==> src/rtl/uet_map.svh <==
// Register offsets, field positions and reset values of the endpoint unit
`ifndef UET_MAP_SVH
`define UET_MAP_SVH
`define UET_OFS_CFG 8'h00
`define UET_OFS_HADDR 8'h04
`define UET_OFS_FADDR 8'h08
`define UET_OFS_ISR 8'h0C
`define UET_OFS_IACK 8'h10
`define UET_EP_PAGE 2'h1
`define UET_EP_CFG 4'h0
`define UET_EP_STAT 4'h4
`define UET_EP_DATA 4'h8
`define UET_EP_CNT 4'hC
`define UET_B_EN 7
`define UET_B_TOG 3
`define UET_B_DIR 2
`define UET_B_RXOUT 0
`define UET_B_TXDONE 1
`define UET_B_SETUP 2
`define UET_B_TXLOAD 4
`define UET_B_STALL 5
`define UET_B_LAST 6
`define UET_B_APPLY 7
`define UET_RST_BYTE 8'h00
`define UET_MAX_PORTS 2'h2
`define UET_CRC_BYTES 6'h02
`endif

==> src/rtl/uet_pkg.sv <==
// Types shared by the endpoint transaction unit
package uet_pkg;
  typedef enum logic [1:0] {UET_TOK_OUT = 2'b00, UET_TOK_IN = 2'b01,
    UET_TOK_SETUP = 2'b10} uet_tok_type;
  typedef enum logic [1:0] {UET_HS_ACK = 2'b00, UET_HS_NAK = 2'b01,
    UET_HS_STALL = 2'b10} uet_hs_type;
  typedef enum logic [1:0] {UET_TXN_IDLE = 2'b00, UET_TXN_RX = 2'b01,
    UET_TXN_WAIT = 2'b10} uet_txn_type;
  typedef enum logic [1:0] {UET_CTL_IDLE = 2'b00, UET_CTL_SETUP = 2'b01,
    UET_CTL_DATA = 2'b10} uet_ctl_type;
  typedef enum logic [1:0] {UET_MODE_COMPOUND = 2'b00, UET_MODE_HUB = 2'b01,
    UET_MODE_FUNC = 2'b10} uet_mode_type;
endpackage

==> src/rtl/uet_top.sv <==
// USB endpoint transaction unit: register slave, token answers, endpoint flags
// Functional notes
// Mode compound, hub or function; 0-2 ports
// Each endpoint owns an 8-byte FIFO
// Control plus two endpoints; third without hub
// Enabled endpoints receive; address 0 at start
// Control stage tracker idles after power-up
// SETUP data stored, ACKed, setup flag set
// IN NAKs until loaded, resends until ACK
// Host ACK clears loaded, sets done
// Status IN answered with zero-length DATA1
// Status OUT NAKed while done flag set
// OUT data stored, ACKed, receive flag set
// Unreleased OUT FIFO answers NAK
// Hardware handles retries and data toggles
// SETUP token clears last-stage flag
// Hub control endpoint uses same sequence
// Firmware steers stages after setup interrupt
// Firmware clears interrupt via acknowledge bits
// Firmware applies address after status stage
// Firmware refills or ends read data stage
// Firmware sets direction, type, enable first
// New address live only after apply
// Byte count includes two CRC bytes
// Force-stall answers unexpected stage with STALL
`include "uet_map.svh"
module uet_top
  import uet_pkg::*;
#(
  parameter int FIFO_DEPTH = 8
)
(
  // Clock and reset
  input wire logic core_clk,
  input wire logic resetn,
  // Wishbone register slave
  input wire logic wb_cyc_i,
  input wire logic wb_stb_i,
  input wire logic wb_we_i,
  input wire logic [7:0] wb_adr_i,
  input wire logic [3:0] wb_sel_i,
  input wire logic [31:0] wb_dat_i,
  output logic [31:0] wb_dat_o,
  output logic wb_ack_o,
  // Decoded packets from the serial interface engine
  input wire logic tok_stb,
  input wire uet_tok_type tok_pid,
  input wire logic [6:0] tok_addr,
  input wire logic [3:0] tok_ep,
  input wire logic rx_stb,
  input wire logic [7:0] rx_byte,
  input wire logic rx_done,
  input wire logic rx_abort,
  input wire logic rx_pid_data1,
  input wire logic hs_in_ack,
  input wire logic tx_pop,
  // Answers to the serial interface engine
  output logic hs_stb,
  output uet_hs_type hs_code,
  output logic tx_start,
  output logic tx_pid1,
  output logic [$clog2(FIFO_DEPTH):0] tx_len,
  output logic [7:0] tx_byte,
  // Configuration and interrupt level
  output logic [1:0] mode_sel,
  output logic [1:0] hub_port_count,
  output logic usb_irq
);
  localparam int LW = $clog2(FIFO_DEPTH) + 1;
  // Endpoint slots: 0 hub control or third function endpoint, 1..3 function 0..2
  logic [3:0] en, tog, dir, rxo, txd, stp, txl, stl, lst, isr;
  logic [1:0] typ [4];
  logic [6:0] hpend, hlive, fpend, flive;
  logic happly, fapply;
  uet_txn_type txn;
  logic [1:0] cur;
  logic keep, is_setup, is_stat, zlp;
  uet_hs_type resp;
  logic [7:0] head [4];
  logic [LW-1:0] lvl [4];

  // Register decode
  wire act = wb_cyc_i && wb_stb_i && !wb_ack_o;
  wire wr = act && wb_we_i && wb_sel_i[0];
  wire rd = act && !wb_we_i;
  wire [7:0] wd = wb_dat_i[7:0];
  wire is_ep = wb_adr_i[7:6] == `UET_EP_PAGE;
  wire [1:0] asl = wb_adr_i[5:4];
  wire [3:0] asub = wb_adr_i[3:0];
  wire [3:0] a_oh = {4{is_ep}} & (4'h1 << asl);
  wire [3:0] wcf = {4{wr && asub == `UET_EP_CFG}} & a_oh;
  wire [3:0] wst = {4{wr && asub == `UET_EP_STAT}} & a_oh;
  wire [3:0] cpu_push = {4{wr && asub == `UET_EP_DATA}} & a_oh;
  wire [3:0] cpu_pop = {4{rd && asub == `UET_EP_DATA}} & a_oh;
  wire w_glob = wr && !is_ep;

  // Read selection; unmapped offsets answer zero
  wire [7:0] stat_rd = {1'b0, lst[asl], stl[asl], txl[asl], 1'b0, stp[asl], txd[asl],
    rxo[asl]};
  wire [5:0] cnt_rd = 6'(lvl[asl]) + `UET_CRC_BYTES;
  wire [7:0] ep_rd = asub == `UET_EP_CFG ? {en[asl], 3'h0, tog[asl], dir[asl], typ[asl]} :
    asub == `UET_EP_STAT ? stat_rd : asub == `UET_EP_DATA ? head[asl] :
    asub == `UET_EP_CNT ? {2'h0, cnt_rd} : 8'h00;
  wire [7:0] gl_rd = wb_adr_i == `UET_OFS_CFG ? {4'h0, hub_port_count, mode_sel} :
    wb_adr_i == `UET_OFS_HADDR ? {happly, hpend} :
    wb_adr_i == `UET_OFS_FADDR ? {fapply, fpend} :
    wb_adr_i == `UET_OFS_ISR ? {4'h0, isr} : 8'h00;
  wire [7:0] rdata = is_ep ? ep_rd : gl_rd;

  // Endpoint routing; hub wins when both addresses match
  wire hub_on = mode_sel != UET_MODE_FUNC;
  wire func_on = mode_sel != UET_MODE_HUB;
  wire hub_hit = hub_on && tok_addr == hlive && tok_ep == 4'h0;
  wire fa = func_on && tok_addr == flive && !hub_hit;
  wire [3:0] hit_raw = {fa && tok_ep == 4'h2, fa && tok_ep == 4'h1, fa && tok_ep == 4'h0,
    hub_hit || (!hub_on && fa && tok_ep == 4'h3)};
  wire [3:0] hit_oh = hit_raw & en;
  wire [1:0] ts = hit_oh[0] ? 2'd0 : hit_oh[1] ? 2'd1 : hit_oh[2] ? 2'd2 : 2'd3;
  wire ctl_t = ts == 2'd1 || (ts == 2'd0 && hub_on);
  wire h_dok, h_sok, f_dok, f_sok;
  wire dok = ts == 2'd0 ? h_dok : f_dok;
  wire sok = ts == 2'd0 ? h_sok : f_sok;
  wire t_in = tok_pid == UET_TOK_IN;
  wire t_out = tok_pid == UET_TOK_OUT;
  wire t_set = tok_pid == UET_TOK_SETUP;
  wire take = tok_stb && |hit_oh && txn != UET_TXN_RX && (!t_set || ctl_t);
  wire [3:0] t_oh = 4'h1 << ts;

  // Answer choice for the token just taken
  wire legal = t_in ? (dok && dir[ts]) || (sok && !dir[ts]) :
    (dok && !dir[ts]) || (sok && dir[ts]);
  wire refuse = ctl_t && stl[ts] && !legal;
  wire in_zlp = t_in && ctl_t && sok && !dir[ts];
  wire in_send = t_in && txl[ts] && dir[ts] && (!ctl_t || dok);
  wire out_stat = t_out && ctl_t && sok && dir[ts];
  wire out_data = t_out && !dir[ts] && (!ctl_t || dok);
  wire uet_hs_type out_resp = out_stat ? (txd[ts] ? UET_HS_NAK : UET_HS_ACK) :
    out_data ? (rxo[ts] ? UET_HS_NAK : UET_HS_ACK) :
    refuse ? UET_HS_STALL : UET_HS_NAK;
  wire keep_new = t_set || (out_data && !rxo[ts]);

  // Completion events of the running transaction
  wire [3:0] c_oh = 4'h1 << cur;
  wire done_ok = txn == UET_TXN_RX && rx_done && resp == UET_HS_ACK;
  wire dup = done_ok && !is_setup && !is_stat && rx_pid_data1 != tog[cur];
  wire ev_setup = done_ok && is_setup;
  wire ev_rxout = done_ok && !is_setup && !dup;
  wire ev_ack = txn == UET_TXN_WAIT && hs_in_ack;
  wire ev_stat = (ev_ack && zlp) || (ev_rxout && is_stat);
  wire ev_data = (ev_ack && !zlp) || (ev_rxout && !is_stat);
  wire [3:0] set_stp = {4{ev_setup}} & c_oh;
  wire [3:0] set_rxo = {4{ev_rxout}} & c_oh;
  wire [3:0] set_txd = {4{ev_ack}} & c_oh;
  wire [3:0] clr_txl = {4{ev_ack && !zlp}} & c_oh;
  wire [3:0] clr_lst = {4{take && t_set}} & t_oh;
  wire [3:0] flip = {4{ev_data}} & c_oh;
  wire [3:0] fclr = ({4{take && keep_new}} & t_oh) |
    ({4{dup || (txn == UET_TXN_RX && rx_abort && keep)}} & c_oh);
  wire [3:0] frew = {4{take && in_send}} & t_oh;
  wire [3:0] usb_wr = {4{txn == UET_TXN_RX && keep && rx_stb}} & c_oh;
  wire [3:0] usb_rd = {4{txn == UET_TXN_WAIT && tx_pop}} & c_oh;

  // Hardware sets win over firmware writes; hardware clears win over firmware
  wire [3:0] next_rxo = (rxo & ~wst) | (wst & {4{wd[`UET_B_RXOUT]}}) | set_rxo;
  wire [3:0] next_txd = (txd & ~wst) | (wst & {4{wd[`UET_B_TXDONE]}}) | set_txd;
  wire [3:0] next_stp = (stp & ~wst) | (wst & {4{wd[`UET_B_SETUP]}}) | set_stp;
  wire [3:0] next_txl = ((txl & ~wst) | (wst & {4{wd[`UET_B_TXLOAD]}})) & ~clr_txl;
  wire [3:0] next_stl = (stl & ~wst) | (wst & {4{wd[`UET_B_STALL]}});
  wire [3:0] next_lst = ((lst & ~wst) | (wst & {4{wd[`UET_B_LAST]}})) & ~clr_lst;
  wire [3:0] next_tog = (((tog & ~wcf) | (wcf & {4{wd[`UET_B_TOG]}})) ^ flip) | set_stp;
  wire [3:0] iack = (w_glob && wb_adr_i == `UET_OFS_IACK) ? wd[3:0] : 4'h0;
  wire [3:0] next_isr = (isr & ~iack) | set_stp | set_rxo | set_txd;
  wire h_apply = happly && txd[0];
  wire f_apply = fapply && txd[1];

  // Endpoint FIFOs, USB side has priority over firmware access
  genvar gi;
  generate
    for (gi = 0; gi < 4; gi++)
    begin : g_ep
      uet_fifo #(.WIDTH(8), .DEPTH(FIFO_DEPTH)) u_fifo (
        .core_clk(core_clk),
        .resetn(resetn),
        .clr(fclr[gi]),
        .rewind(frew[gi]),
        .wr_en(usb_wr[gi] || cpu_push[gi]),
        .wr_data(usb_wr[gi] ? rx_byte : wd),
        .rd_en(usb_rd[gi] || cpu_pop[gi]),
        .rd_data(head[gi]),
        .level(lvl[gi])
      );
    end
  endgenerate

  // Stage trackers for hub and function control endpoints
  uet_ctl_fsm u_hub_ctl (
    .core_clk(core_clk),
    .resetn(resetn),
    .setup_evt(set_stp[0] && hub_on),
    .data_evt(ev_data && cur == 2'd0),
    .status_evt(ev_stat && cur == 2'd0),
    .last_stage(lst[0]),
    .data_ok(h_dok),
    .status_ok(h_sok)
  );
  uet_ctl_fsm u_func_ctl (
    .core_clk(core_clk),
    .resetn(resetn),
    .setup_evt(set_stp[1]),
    .data_evt(ev_data && cur == 2'd1),
    .status_evt(ev_stat && cur == 2'd1),
    .last_stage(lst[1]),
    .data_ok(f_dok),
    .status_ok(f_sok)
  );

  // Bus answer one cycle after the request
  always_ff @(posedge core_clk or negedge resetn)
    if (!resetn)
    begin
      wb_ack_o <= 1'b0;
      wb_dat_o <= 32'h0;
    end
    else
    begin
      wb_ack_o <= act;
      if (rd)
        wb_dat_o <= {24'h0, rdata};
    end

  // Flags, toggles and interrupt status
  always_ff @(posedge core_clk or negedge resetn)
    if (!resetn)
    begin
      {rxo, txd, stp, txl, stl, lst, tog, isr} <= '0;
      usb_irq <= 1'b0;
    end
    else
    begin
      {rxo, txd, stp, txl, stl, lst} <= {next_rxo, next_txd, next_stp, next_txl, next_stl,
        next_lst};
      tog <= next_tog;
      isr <= next_isr;
      usb_irq <= |next_isr;
    end

  // Endpoint configuration; enabled endpoints start out receiving
  always_ff @(posedge core_clk or negedge resetn)
    if (!resetn)
    begin
      en <= 4'h0;
      dir <= 4'h0;
      for (int i = 0; i < 4; i++)
        typ[i] <= 2'h0;
    end
    else
      for (int i = 0; i < 4; i++)
        if (wcf[i])
        begin
          en[i] <= wd[`UET_B_EN];
          dir[i] <= wd[`UET_B_DIR];
          typ[i] <= wd[1:0];
        end

  // Mode, port count and addresses; live addresses stay 0 until applied
  always_ff @(posedge core_clk or negedge resetn)
    if (!resetn)
    begin
      mode_sel <= UET_MODE_COMPOUND;
      hub_port_count <= 2'h0;
      {happly, hpend, fapply, fpend} <= {`UET_RST_BYTE, `UET_RST_BYTE};
      hlive <= 7'h00;
      flive <= 7'h00;
    end
    else
    begin
      if (w_glob && wb_adr_i == `UET_OFS_CFG)
      begin
        mode_sel <= wd[1:0] == 2'h3 ? UET_MODE_COMPOUND : wd[1:0];
        hub_port_count <= wd[3:2] > `UET_MAX_PORTS ? `UET_MAX_PORTS : wd[3:2];
      end
      if (w_glob && wb_adr_i == `UET_OFS_HADDR)
        {happly, hpend} <= wd;
      else if (h_apply)
      begin
        hlive <= hpend;
        happly <= 1'b0;
      end
      if (w_glob && wb_adr_i == `UET_OFS_FADDR)
        {fapply, fpend} <= wd;
      else if (f_apply)
      begin
        flive <= fpend;
        fapply <= 1'b0;
      end
    end

  // Transaction sequencer; a new token while awaiting ACK is a host retry
  always_ff @(posedge core_clk or negedge resetn)
    if (!resetn)
    begin
      txn <= UET_TXN_IDLE;
      {cur, keep, is_setup, is_stat, zlp, hs_stb, tx_start, tx_pid1} <= '0;
      resp <= UET_HS_ACK;
      hs_code <= UET_HS_ACK;
      tx_len <= '0;
      tx_byte <= 8'h00;
    end
    else
    begin
      hs_stb <= 1'b0;
      tx_start <= 1'b0;
      tx_byte <= head[cur];
      case (txn)
        UET_TXN_IDLE, UET_TXN_WAIT:
          if (take)
          begin
            cur <= ts;
            keep <= keep_new;
            is_setup <= t_set;
            is_stat <= out_stat;
            resp <= t_set ? UET_HS_ACK : out_resp;
            zlp <= in_zlp;
            if (!t_in)
              txn <= UET_TXN_RX;
            else if (in_send || in_zlp)
            begin
              tx_start <= 1'b1;
              tx_pid1 <= in_zlp || tog[ts];
              tx_len <= in_zlp ? '0 : lvl[ts];
              txn <= UET_TXN_WAIT;
            end
            else
            begin
              hs_stb <= 1'b1;
              hs_code <= refuse ? UET_HS_STALL : UET_HS_NAK;
              txn <= UET_TXN_IDLE;
            end
          end
          else if (ev_ack)
            txn <= UET_TXN_IDLE;
        UET_TXN_RX:
          if (rx_done)
          begin
            hs_stb <= 1'b1;
            hs_code <= resp;
            txn <= UET_TXN_IDLE;
          end
          else if (rx_abort)
            txn <= UET_TXN_IDLE;
        default: txn <= UET_TXN_IDLE;
      endcase
    end

  // Helper: a refused OUT stays pending until its handshake goes out
  logic nak_due;
  always_ff @(posedge core_clk or negedge resetn)
    if (!resetn)
      nak_due <= 1'b0;
    else if (take)
      nak_due <= out_data && rxo[ts];
    else if (hs_stb)
      nak_due <= 1'b0;
endmodule

==> src/rtl/uet_fifo.sv <==
// Per-endpoint packet FIFO with rewind for retries
module uet_fifo
  import uet_pkg::*;
#(
  parameter int WIDTH = 8,
  parameter int DEPTH = 8
)
(
  // Clock and reset
  input wire logic core_clk,
  input wire logic resetn,
  // Control
  input wire logic clr,
  input wire logic rewind,
  // Write side
  input wire logic wr_en,
  input wire logic [WIDTH-1:0] wr_data,
  // Read side
  input wire logic rd_en,
  output logic [WIDTH-1:0] rd_data,
  output logic [$clog2(DEPTH):0] level
);
  localparam int AW = $clog2(DEPTH);
  logic [WIDTH-1:0] mem [DEPTH];
  logic [AW:0] wp;
  logic [AW:0] rp;
  wire full = wp == (AW+1)'(DEPTH);
  wire has_data = rp != wp;

  // Level is the packet size; reads do not shrink it so a retry resends all
  assign level = wp;
  assign rd_data = mem[rp[AW-1:0]];

  // Pointers
  always_ff @(posedge core_clk or negedge resetn)
    if (!resetn)
    begin
      wp <= '0;
      rp <= '0;
    end
    else if (clr)
    begin
      wp <= '0;
      rp <= '0;
    end
    else
    begin
      if (wr_en && !full)
        wp <= wp + 1'b1;
      if (rewind)
        rp <= '0;
      else if (rd_en && has_data)
        rp <= rp + 1'b1;
    end

  // Storage, no reset needed
  always_ff @(posedge core_clk)
    if (wr_en && !full && !clr)
      mem[wp[AW-1:0]] <= wr_data;
endmodule

==> src/rtl/uet_ctl_fsm.sv <==
// Control transfer stage tracker for one control endpoint
module uet_ctl_fsm
  import uet_pkg::*;
(
  // Clock and reset
  input wire logic core_clk,
  input wire logic resetn,
  // Stage events
  input wire logic setup_evt,
  input wire logic data_evt,
  input wire logic status_evt,
  // Firmware steering
  input wire logic last_stage,
  // Legal stages
  output logic data_ok,
  output logic status_ok
);
  uet_ctl_type state;
  uet_ctl_type next_state;

  // Next stage; a new setup always restarts the transfer
  always_comb
  begin
    next_state = state;
    case (state)
      UET_CTL_IDLE: if (setup_evt) next_state = UET_CTL_SETUP;
      UET_CTL_SETUP, UET_CTL_DATA:
        if (setup_evt)
          next_state = UET_CTL_SETUP;
        else if (status_evt)
          next_state = UET_CTL_IDLE;
        else if (data_evt)
          next_state = UET_CTL_DATA;
      default: next_state = UET_CTL_IDLE;
    endcase
  end

  // Power-up lands in idle
  always_ff @(posedge core_clk or negedge resetn)
    if (!resetn)
      state <= UET_CTL_IDLE;
    else
      state <= next_state;

  // Last-stage bit picks status over data
  assign data_ok = (state != UET_CTL_IDLE) && !last_stage;
  assign status_ok = (state != UET_CTL_IDLE) && last_stage;
endmodule

==> config.mk <==
export PLATFORM = sky130hd
export DESIGN_NAME = uet_top
export DESIGN_NICKNAME = d
export VERILOG_FILES = /design/src/rtl/uet_pkg.sv /design/src/rtl/uet_top.sv /design/src/rtl/uet_fifo.sv /design/src/rtl/uet_ctl_fsm.sv
export VERILOG_INCLUDE_DIRS = /design/src /design/src/rtl
export SDC_FILE = /design/constraint.sdc
export NUM_CORES = 1
export LEC_CHECK = 0
export BUFFER_PORTS_ARGS = -buffer_cell sky130_fd_sc_hd__buf_2
export CORE_UTILIZATION = 40
export CTS_BUF_LIST = sky130_fd_sc_hd__clkbuf_4
export CTS_CLUSTER_SIZE = 28
export DETAILED_ROUTE_END_ITERATION = 8
export PLACE_DENSITY = 0.64
export SLEW_MARGIN = 20
export SYNTH_ARGS = -nofsm -noshare
export SYNTH_HDL_FRONTEND = slang
export SYNTH_SLANG_ARGS = --single-unit
==> constraint.sdc <==
create_clock -name core_clk -period 8 [get_ports core_clk]
set_input_delay 0.4 -clock core_clk [delete_from_list [all_inputs] [get_ports core_clk]]
set_output_delay 0.4 -clock core_clk [all_outputs]
set_load 0.1 [all_outputs]
* Word level (Yosys, flattened, before mapping)
Memories as Yosys holds them, arrays and structs flattened. Index checks and enable logic that the tools add are counted.
Storage, ports and cells: memories 4, input port bits 77, bits in writable memories 256, register bits 155, output and inout bits 55, logic and storage cells 490
Operators by class: multiplexer cells 139, eq/ne operators 46, reduce and logical (&&, ||, !) cells 168, bitwise logic cells 60, shifts and indexed selects 3, $add $sub $neg 9, order comparisons 7
Memory list:
- g_ep[0].u_fifo.mem | words 8, bits a word 8, read ports 1, clocked after memory_dff 0, write ports 1, line uet_fifo.sv:24 | logic [WIDTH-1:0] mem [DEPTH];
- g_ep[1].u_fifo.mem | words 8, bits a word 8, read ports 1, clocked after memory_dff 0, write ports 1, line uet_fifo.sv:24
- g_ep[2].u_fifo.mem | words 8, bits a word 8, read ports 1, clocked after memory_dff 0, write ports 1, line uet_fifo.sv:24
- g_ep[3].u_fifo.mem | words 8, bits a word 8, read ports 1, clocked after memory_dff 0, write ports 1, line uet_fifo.sv:24
Operators by type and width (number):
- bitwise AND 4 bit | 34
- two-way mux 8 bit | 15
- two-way mux 4 bit | 27
- logical AND 1 bit | 88
- bitwise OR 4 bit | 15
- two-way mux 2 bit | 28
- two-way mux 1 bit | 42
- adder 4 x 1 -> 4 bit, second input constant | 8
- binary-select mux 1 bit (select 2 bit) | 16
- binary-select mux 8 bit (select 2 bit) | 2
- equality test 4 bit, second input constant | 6
- logical NOT 1 bit | 24
- logical OR 1 bit | 20
- inverter 4 bit | 5
- nonzero test 2 bit | 9
- binary-select mux 4 bit (select 2 bit) | 2
- equality test 8 x 4 -> 1 bit, second input constant | 2
- != test 4 bit | 4
- one-hot mux 2 bit (2 select lines) | 4
- equality test 2 x 1 -> 1 bit, second input constant | 7
- equality test 7 bit | 2
- logical NOT 2 bit | 7
- != test 2 bit, second input constant | 6
- AND reduction 2 bit | 6
- 29 further kinds | 53

* Depth between registers and ports, before layout
Gate-level depths: netlist of the first run.
word-level depth 27, depth in mapped cells 13, mapped depth without buffers 10

* Hierarchy
Synthesis of the first run repeated with hierarchy kept, for this count alone.
Unflattened totals: cell total of the unflattened synthesis 1364, area total of the unflattened synthesis 19907.8 µm²
Modules (own cells, without submodules):
- uet_fifo at g_ep[0].u_fifo ... | times used 3, cells an instance 154, area an instance 2996.6 µm²
- uet_top | times used 1, cells an instance 715, area an instance 7668.6 µm²
- uet_fifo at g_ep[3].u_fifo | times used 1, cells an instance 155, area an instance 2964.1 µm²
- uet_ctl_fsm | times used 2, cells an instance 16, area an instance 142.6 µm²

* Least setup slack after synthesis of the first run
No wires, ideal clock.
path type reg-to-reg, start register mode_sel[1], end memory g_ep[1].u_fifo.mem[0][0], enable pin, setup slack 3.768 ns, data required time 7.602 ns, stages on the path, launching flop included 11, period minus slack after synthesis 4.232 ns, arrival time 3.834 ns, cells stage by stage dfrtp_1 > inv_1 > a2111oi_2 > nand2_1 > nor4_2 > nand2b_1 > a21oi_2 > a31oi_1 > nand3b_1 > o21ai_2 > nor4b_1
On the way: cells in the longest elaborated chain, start to end 25, elaborated cells between the ends (all ways) 48, those cells by class eq/ne (3); shift (1); mux (10); bitwise (3); reduce/logical (31)
RTL lines:
- start, declared | line uet_top.sv:65 | output logic [1:0] mode_sel,
- start signal, assigned | line uet_top.sv:279 | mode_sel <= wd[1:0] == 2'h3 ? UET_MODE_COMPOUND : wd[1:0];
- parallel branches: the longest is 19 deep, another holds bitwise AND 4 bit
- bitwise AND 4 bit * | line uet_top.sv:157 | wire [3:0] fclr = ({4{take && keep_new}} & t_oh) |
- bitwise OR 4 bit * | line uet_top.sv:157
- logical NOT 1 bit * | line uet_fifo.sv:58 | if (wr_en && !full && !clr)
- logical AND 1 bit * | line uet_fifo.sv:58
- two-way mux 1 bit * | line uet_fifo.sv:58
- two-way mux 1 bit (implied by the code) * | line uet_fifo.sv:59 | mem[wp[AW-1:0]] <= wr_data;
- end, declared | line uet_fifo.sv:24
Mark *: on every way between the ends. The select of a mux whose other input is x is not followed.

* Worst setup path after layout of the first run
start register mode_sel[1], end memory g_ep[2].u_fifo.mem[0][1], enable pin
On the way: cells in the longest elaborated chain, start to end 25, elaborated cells between the ends (all ways) 48, those cells by class eq/ne (3); shift (1); mux (10); bitwise (3); reduce/logical (31)
RTL lines (line):
- parallel branches: the longest is 19 deep, another holds bitwise AND 4 bit
- bitwise AND 4 bit * | uet_top.sv:157
- bitwise OR 4 bit * | uet_top.sv:157
- logical NOT 1 bit * | uet_fifo.sv:58
- logical AND 1 bit * | uet_fifo.sv:58
- two-way mux 1 bit * | uet_fifo.sv:58
- two-way mux 1 bit (implied by the code) * | uet_fifo.sv:59
- end, declared | uet_fifo.sv:24
Marks and branches as above.

==> results of run 1 <==
-- cell usage in the layout, fill, tap and decap left out, types with 54 or more instances in the layout --
| cell type | netlist | final |
|---|---|---|
| buf_2 | 14 | 79 |
| dfrtp_1 | 155 | 155 |
| mux2_2 | 84 | 84 |
| nand2_1 | 94 | 94 |
| mux2i_1 | 55 | 55 |
| o21ai_0 | 54 | 54 |
| clkbuf_4 | 0 | 151 |
| mux4_2 | 96 | 96 |
| nor2_1 | 84 | 84 |
| edfxtp_1 | 256 | 256 |
-- registers in the layout, summed over array words and instances, names as in the netlist, 7 cells and up, named ones only --
| signal | cells |
|---|---|
| hlive | 7 |
| wb_dat_o | 8 |
| tx_byte | 8 |
| flive | 7 |
| g_ep.u_fifo.level | 16 |
| g_ep.u_fifo.rp | 16 |
| typ | 8 |
| hpend | 7 |
| fpend | 7 |
| g_ep.u_fifo.mem | 256 |
-- worst min-delay path by stage --
stage / start / endpoint / slack, ps / depth (start not counted)
3_5_place_dp: wb_dat_o[7] / wb_dat_o[7] / 470 / 2
2_1_floorplan: resetn / async pin / 100 / 0
6_report: wb_dat_i[1] / mode_sel[1] / 80 / 3
5_1_grt: wb_dat_i[1] / txd[0] / 50 / 3
3_3_place_gp: wb_ack_o / wb_ack_o / 460 / 1
4_1_cts: wb_dat_i[1] / mode_sel[1] / 7 / 3
-- cell type report --
type | instances | area (µm²) | share of cell area, %
Antenna cell | 2 | 5.005 | 0.02273
Tap cell | 615 | 769.5 | 3.494
Multi-Input combinational cell | 838 | 7341 | 33.34
Clock inverter | 42 | 316.6 | 1.438
Sequential cell | 411 | 11570 | 52.52
Clock buffer | 151 | 1134 | 5.148
Timing Repair Buffer | 124 | 780.7 | 3.545
Inverter | 29 | 108.9 | 0.4943
-- layer usage --
metal	up-vias	global-route usage, %	routed length, µm
li1	5521	-	-
met1	6297	28.57	21660
met2	529	32.20	23410
met3	87	5.195	4101
met4	0	7.684	1392
met5	-	0	0
-- logic make-up after synthesis --
logic type      count (synthesis)
mux                           242
simple gates                  339
xor+xnor                       56
fa+ha+maj                      17
flops                         411
compound gates                160
other cells                     1
buf+inv                       123
-- where the power goes --
group          internal (mW)  total (mW)  switching (mW)
registers               2.27        2.28         0.00817
logic                 0.0585       0.258           0.199
clock network           1.04        1.92           0.885
total                   3.36        4.45            1.09
-- critical path, delay by kind of cell, from the launching register on --
kind | cells | cell delay [ps]
AND/OR/NAND/NOR | 7 | 2680
flip-flops | 1 | 470
AO/OA/AOI/OAI | 3 | 1120
==> summary.md, run 1 <==
| Metric | Value |
|---|---|
| Max Clk Rate | 215.4 MHz |
| Non-Filler Instances | 2212 |
| Number of H-tree levels | 3 |
| Flop2flop setup slack | between 3000 and 4000 ps |
| Yosys warns | 0 |
| Vias per inst | between 5 and 6 |
| Adder-Cell Fraction of Synth Area | 1.098% |
| # rows | 80 |
| CTS tree | done |
| Fin. Hold Viols | 0 |
| Fin Hold WS | approximately 84 ps |
| Reg2reg start | mode_sel[1] |
| CTS sink count | between 400 and 500 |
| Main combinational cell family by area after synthesis | multiplexers |
| Later-pin clock latency in the skew report | 850 ps |
| Asr flop ratio synth | 37.71% |
| Slew Limit Fails | 0 |
| Most frequent cell after synthesis | edfxtp_1 |
| Largest net degree at the start of global routing | just over 80 |
| Critical Path End | g_ep[2].u_fifo.mem[0][1] |
| Avg Cell Area, Syn | about 14 µm² |
| Routed wire length | between 50000 and 60000 µm |
| CP max stage delay | 680 ps |
| Top-area cell type share of the netlist area | 39.70% |
| RSZ-0062 raised after global routing | no |
| Overflow after GRT | 0 |
| CTS root buffer | clkbuf_4 |
| Cell leakage power | just over 8 nW |
| Filler Cell Count | 4219 |
| Max Root-Sink Buffers | 3 |
| Sequential area share after synthesis | between 50 and 60% |
| CP arrival | approximately 5100 ps |
| Share of cells above drive strength 1 | approximately 30% |
| Max-Cap Viols | 0 |
| Clock Skew | 69.85 ps |
| Final worst slack | 3357 ps |
| Critical Path Start Type | flop |
| Top cells by count, synth | edfxtp_1 (256), dfrtp_1 (155), mux4_2 (96) |
| DIE AREA | 49290 µm² |
| Gate Count Post-Synth | about 1300 |
| Crit Path Class | reg -> reg |
| Max-slew headroom | between 20% and 30% |
| Worst min-delay path class | in -> reg |
| PostCTS Resize Cnt | 0 |
| # hold bufs at CTS | 16 |
| Pwr/cell area | a little over 200 nW/µm² |
| DRT iter0 DRCs | roughly 1000 |
| Ys flop type | edfxtp_1 |
| Dpl cells | ~2000 |
| R2r endpoint | g_ep[2].u_fifo.mem[0][1] |
| CTS Buf Count | around 110 |
| Setup crit start | mode_sel[1] |
| Fin crit share | between 50% and 60% |
| Vias in the first global route | approximately 12000 |
| # Post-CTS Setup Buffers | 0 |
| Hpwl dp | roughly 35000 µm |
| Core ar. | approximately 48000 µm² |
| Area share of xor/xnor cells in the synthesized design | 2.533% |
| Crit Path Max Fanout | 12 |
| Seq cells post-synth | around 410 |
| Post-synth EDFFs | roughly 260 |
| Chip width | 222.0 µm |
| Cell Area, Synth | just under 20000 µm² |
| Netlist cell types | 67 |
| Die Y-Extent | between 200 and 250 µm |
| Initial antenna violation count | 5 |
| Wire length per cell | 22.86 µm |
| Total power | approximately 4.5 mW |
| Tightest Pin Transition | approximately 1200 ps |
| Max rail drop VDD | between 0.08 and 0.09 mV |
| GPL Wtd Cong | around 0.9 |
| Final min period | approximately 4600 ps |
| Synth-to-Final Area Change | 13.72% |
| Setup TNS | 0 ps |
| Post-synthesis simple-gate area fraction | roughly 8.7% |
| First-pass GRT wire length | 76700 µm |
| Area post-placement | 20400 µm² |
| CP Data Required Time | 8460 ps |
| Vias post-DR | between 10000 and 15000 |
| Status | finished clean |
| NumNets Final | 1605 |
| Starting density of the core | around two fifths |
| Pre-CTS setup slack | between 3000 and 4000 ps |
| Post-route ant nets | 0 |
| R2r worst-path depth | 10 |
| Post-synthesis compound-gate area fraction | around 5.5% |
| PortBufs | 80 |
| Mux cell area share after synthesis | between 10% and 20% |
| Post-layout instance area | roughly 22000 µm² |
| Final core occ | a little under half |
| Worst-path clk slew | around 70 ps |
| Leading area contributor after synthesis | edfxtp_1 |
| Crit-path cells | nor2b_1 -> nor3_1 -> nand4_1 -> nand2_1 -> o32ai_1 -> nand3_1 -> a31o_1 -> a31o_1 -> or3_4 -> nor3_2 |
| Slowest CP cell | nor3_2 |
| Synth area leaders | edfxtp_1 (40%), dfrtp_1 (20%), mux4_2 (11%) |
| Critical Path End Type | flop |
| Final setup fails | 0 |
| Residual DRC | 0 |
| CP dominant cell by count | a31o_1 |
| Ports | 132 |
| First-pass DRT Iterations | 8 |
| Total track usage | about a fifth |
No activity file was read; power rests on OpenSTA's default activity.
==> inputs of run 2 (changes only) <==
Settings changed: ABC_AREA set to 1, PLACE_DENSITY 0.64 to 0.66.
Clock period 8 ns to 4.1 ns, I/O delays scaled along.
==> summary.md, run 2 <==
| Metric | Value |
|---|---|
| Slew Limit Fails | 0 (unchanged) |
| CTS tree | done (unchanged) |
| Later-pin clock latency in the skew report | 920 ps (was 850 ps) |
| Routed wire length | 58350 µm (was 50560 µm) |
| Max Root-Sink Buffers | 3 (unchanged) |
| Vias post-DR | 16280 (was 12430) |
| Crit Path Max Fanout | 16 (was 12) |
| Crit-path cells | nand2_1 -> o21ai_0 -> nor2_2 -> nand3_2 -> nand2_2 -> nand2_4 -> nand2_2 -> nand2_2 -> nor2_1 -> nor2_1 -> nand3_2 -> nand2_4 -> nand3_4 -> nand3_1 -> nor2_1 (was nor2b_1 -> nor3_1 -> nand4_1 -> nand2_1 -> o32ai_1 -> nand3_1 -> a31o_1 -> a31o_1 -> or3_4 -> nor3_2) |
| Pre-CTS setup slack | 631.3 ps (was 3325 ps) |
| Post-layout instance area | 22730 µm² (was 22020 µm²) |
| Netlist cell types | 58 (was 67) |
| Total track usage | 23.56% (was 20.88%) |
| Non-Filler Instances | 3031 (was 2212) |
| Starting density of the core | 40.95% (was 40.56%) |
| Fin. Hold Viols | 0 (unchanged) |
| Critical Path Start Type | flop (unchanged) |
| Area post-placement | 20960 µm² (was 20400 µm²) |
| Pwr/cell area | 376.0 nW/µm² (was 202.3 nW/µm²) |
| NumNets Final | 2378 (was 1605) |
| First-pass DRT Iterations | 6 (was 8) |
| Sequential area share after synthesis | 58.67% (was 59.73%) |
| Number of H-tree levels | 3 (unchanged) |
| Residual DRC | 0 (unchanged) |
| Max rail drop VDD | 0.2289 mV (was 0.08094 mV) |
| Number of flip-flops in the largest register | 256 (unchanged) |
| Leading area contributor after synthesis | edfxtp_1 (unchanged) |
| Final core occ | 47.21% (was 46.12%) |
| # rows | 80 (unchanged) |
| Ports | 132 (unchanged) |
| Initial antenna violation count | 3 (was 5) |
| CP max stage delay | 710 ps (was 680 ps) |
| Worst min-delay path class | in -> reg (unchanged) |
| Dpl cells | 2794 (was 2001) |
| Overflow after GRT | 0 (unchanged) |
| Critical Path End Type | flop (unchanged) |
| Final worst slack | 577.7 ps (was 3357 ps) |
| Cell Area, Synth | 19710 µm² (was 19360 µm²) |
| Yosys warns | 0 (unchanged) |
| Seq cells post-synth | 411 (unchanged) |
| Cell leakage power | 9.309 nW (was 8.276 nW) |
| Worst-path clk slew | 60 ps (was 70 ps) |
| DIE AREA | 50180 µm² (was 49290 µm²) |
| PortBufs | 80 (unchanged) |
| Most frequent cell after synthesis | nand2_1 (was edfxtp_1) |
| Worst Path Buf+Inv | 0 (unchanged) |
| Top cells by count, synth | nand2_1 (421), o21ai_0 (272), nor2_1 (259) (was edfxtp_1 (256), dfrtp_1 (155), mux4_2 (96)) |
| Largest net degree at the start of global routing | 87 (was 81) |
| Synth area leaders | edfxtp_1 (39%), dfrtp_1 (20%), nand2_1 (8.0%) (was edfxtp_1 (40%), dfrtp_1 (20%), mux4_2 (11%)) |
| # hold bufs at CTS | 39 (was 16) |
| First-pass GRT wire length | 89820 µm (was 76700 µm) |
| Status | finished clean (unchanged) |
| Max Clk Rate | 283.9 MHz (was 215.4 MHz) |
| Asr flop ratio synth | 37.71% (unchanged) |
| Clock Skew | 66.87 ps (was 69.85 ps) |
| GPL Wtd Cong | 0.9590 (was 0.8956) |
| CP arrival | 4010 ps (was 5110 ps) |
| Setup TNS | 0 ps (unchanged) |
| Delay-heaviest family, CP | simple AND/OR/NAND/NOR gates (unchanged) |
| RSZ-0062 raised after global routing | no (unchanged) |
| Ys flop type | edfxtp_1 (unchanged) |
| Crit Path Class | reg -> reg (unchanged) |
| CP Data Required Time | 4580 ps (was 8460 ps) |
| Synth-to-Final Area Change | 15.31% (was 13.72%) |
| Top-area cell type share of the netlist area | 38.99% (was 39.70%) |
| Post-synth EDFFs | 256 (unchanged) |
| Chip width | 224 µm (was 222.0 µm) |
| Slowest CP cell | nor2_1 (was nor3_2) |
| Wire length per cell | 19.25 µm (was 22.86 µm) |
| Vias in the first global route | 15760 (was 12480) |
| Vias per inst | 5.371 (was 5.621) |
| Max-slew headroom | 24.13% (was 22.82%) |
| CTS root buffer | clkbuf_4 (unchanged) |
| Die Y-Extent | 224 µm (was 222.0 µm) |
| Final setup fails | 0 (unchanged) |
| Max-Cap Viols | 0 (unchanged) |
| PostCTS Resize Cnt | 0 (unchanged) |
| Gate Count Post-Synth | 2082 (was 1349) |
| # Post-CTS Setup Buffers | 0 (unchanged) |
| Post-route ant nets | 0 (unchanged) |
| Hpwl dp | 40210 µm (was 34580 µm) |
| Core ar. | 48150 µm² (was 47750 µm²) |
| Fin crit share | 85.91% (was 58.04%) |
| Share of cells above drive strength 1 | 15.20% (was 30.60%) |
| Commonest cells after routing, fill and taps aside | nand2_1 (421), o21ai_0 (272), nor2_1 (259) (was edfxtp_1 (256), dfrtp_1 (155), clkbuf_4 (151)) |
| CTS sink count | 411 (unchanged) |
| DRT iter0 DRCs | 1608 (was 1007) |
| Final min period | 3522 ps (was 4643 ps) |
| Avg Cell Area, Syn | 9.469 µm² (was 14.35 µm²) |
| CTS Buf Count | 105 (was 107) |
| Commonest non-fill, non-tap cell in the layout | nand2_1 (was edfxtp_1) |
| Tightest Pin Transition | 1128 ps (was 1153 ps) |
## run 2: cell types whose count changed in the layout (fill, tap and decap cells not counted), moves of 43 or more
cell     previous run  this run
inv_1              29       174
nor2_1             84       259
mux2i_1            55        12
o21ai_0            54       272
mux4_2             96         0
mux2_2             84         0
nand2_1            94       421
o22ai_1             6        99
nand3_1            18        64
## run 2: final timing paths
kind / start / to / slack [ps] / depth (start not counted)
min: rx_pid_data1 / rxo[1] / 60 / 7
min reg2reg: wb_ack_o / wb_ack_o / 450 / 1
max reg2reg: mode_sel[1] / g_ep[3].u_fifo.mem[5][1] / 580 / 15
max in group asynchronous: resetn / wb_dat_o[6] / 2100 / 4
max: mode_sel[1] / g_ep[3].u_fifo.mem[5][1] / 580 / 15
min in group asynchronous: resetn / hpend[2] / 460 / 3
## run 2: worst min-delay path, cell delays in order
cell      delay [ps]
buf_2            100
nand2_1           50
nand4_1          100
nand2_1           80
inv_1            170
nand2_1          110
o211ai_1         100
## run 2: final cells by class
class	instances	area [µm²]
diodes	7	17.52
clock buffers	160	1201
clock inverters	31	165.2
fillers	4471	25410
inverters	191	718.2
multi-input cells	1399	7018
flip-flops and latches	411	11570
well taps	656	820.8
repair buffers	176	1225
## run 2: cell families after synthesis
logic type / count (synthesis) / synth area share (%)
AND/OR/NAND/NOR: 850 / 18.70
AO/OA/AOI/OAI: 468 / 13.51
flip-flops: 411 / 58.67
buffers and inverters: 295 / 6.169
XOR/XNOR: 28 / 1.244
adder cells (fa/ha/maj): 17 / 1.079
multiplexers: 12 / 0.6093
other: 1 / 0.01902
## run 2: metal layers
layer  wire, µm  part of all wire, %  track usage, %  vias to the layer above
li1           -                    -               -                     7612
met1      24130                   41           30.60                     7787
met2      26890                   46           37.44                      736
met3       5233                  9.0           5.666                      144
met4       2099                  3.6           10.36                        0
met5          0                    0               0                        -
## run 2: power by group
group,switching (mW),internal (mW)
Combinational,0.456,0.112
Sequential,0.0126,4.43
Clock,1.70,1.84
## run 2: stage by stage
step,hold WS [ps],power [mW]
global placement,384.1,5.054
finish,62.20,8.547
global route,48.17,8.878
floorplan,-90.59,4.895
detailed placement,380.2,5.061
CTS,3.122,8.622
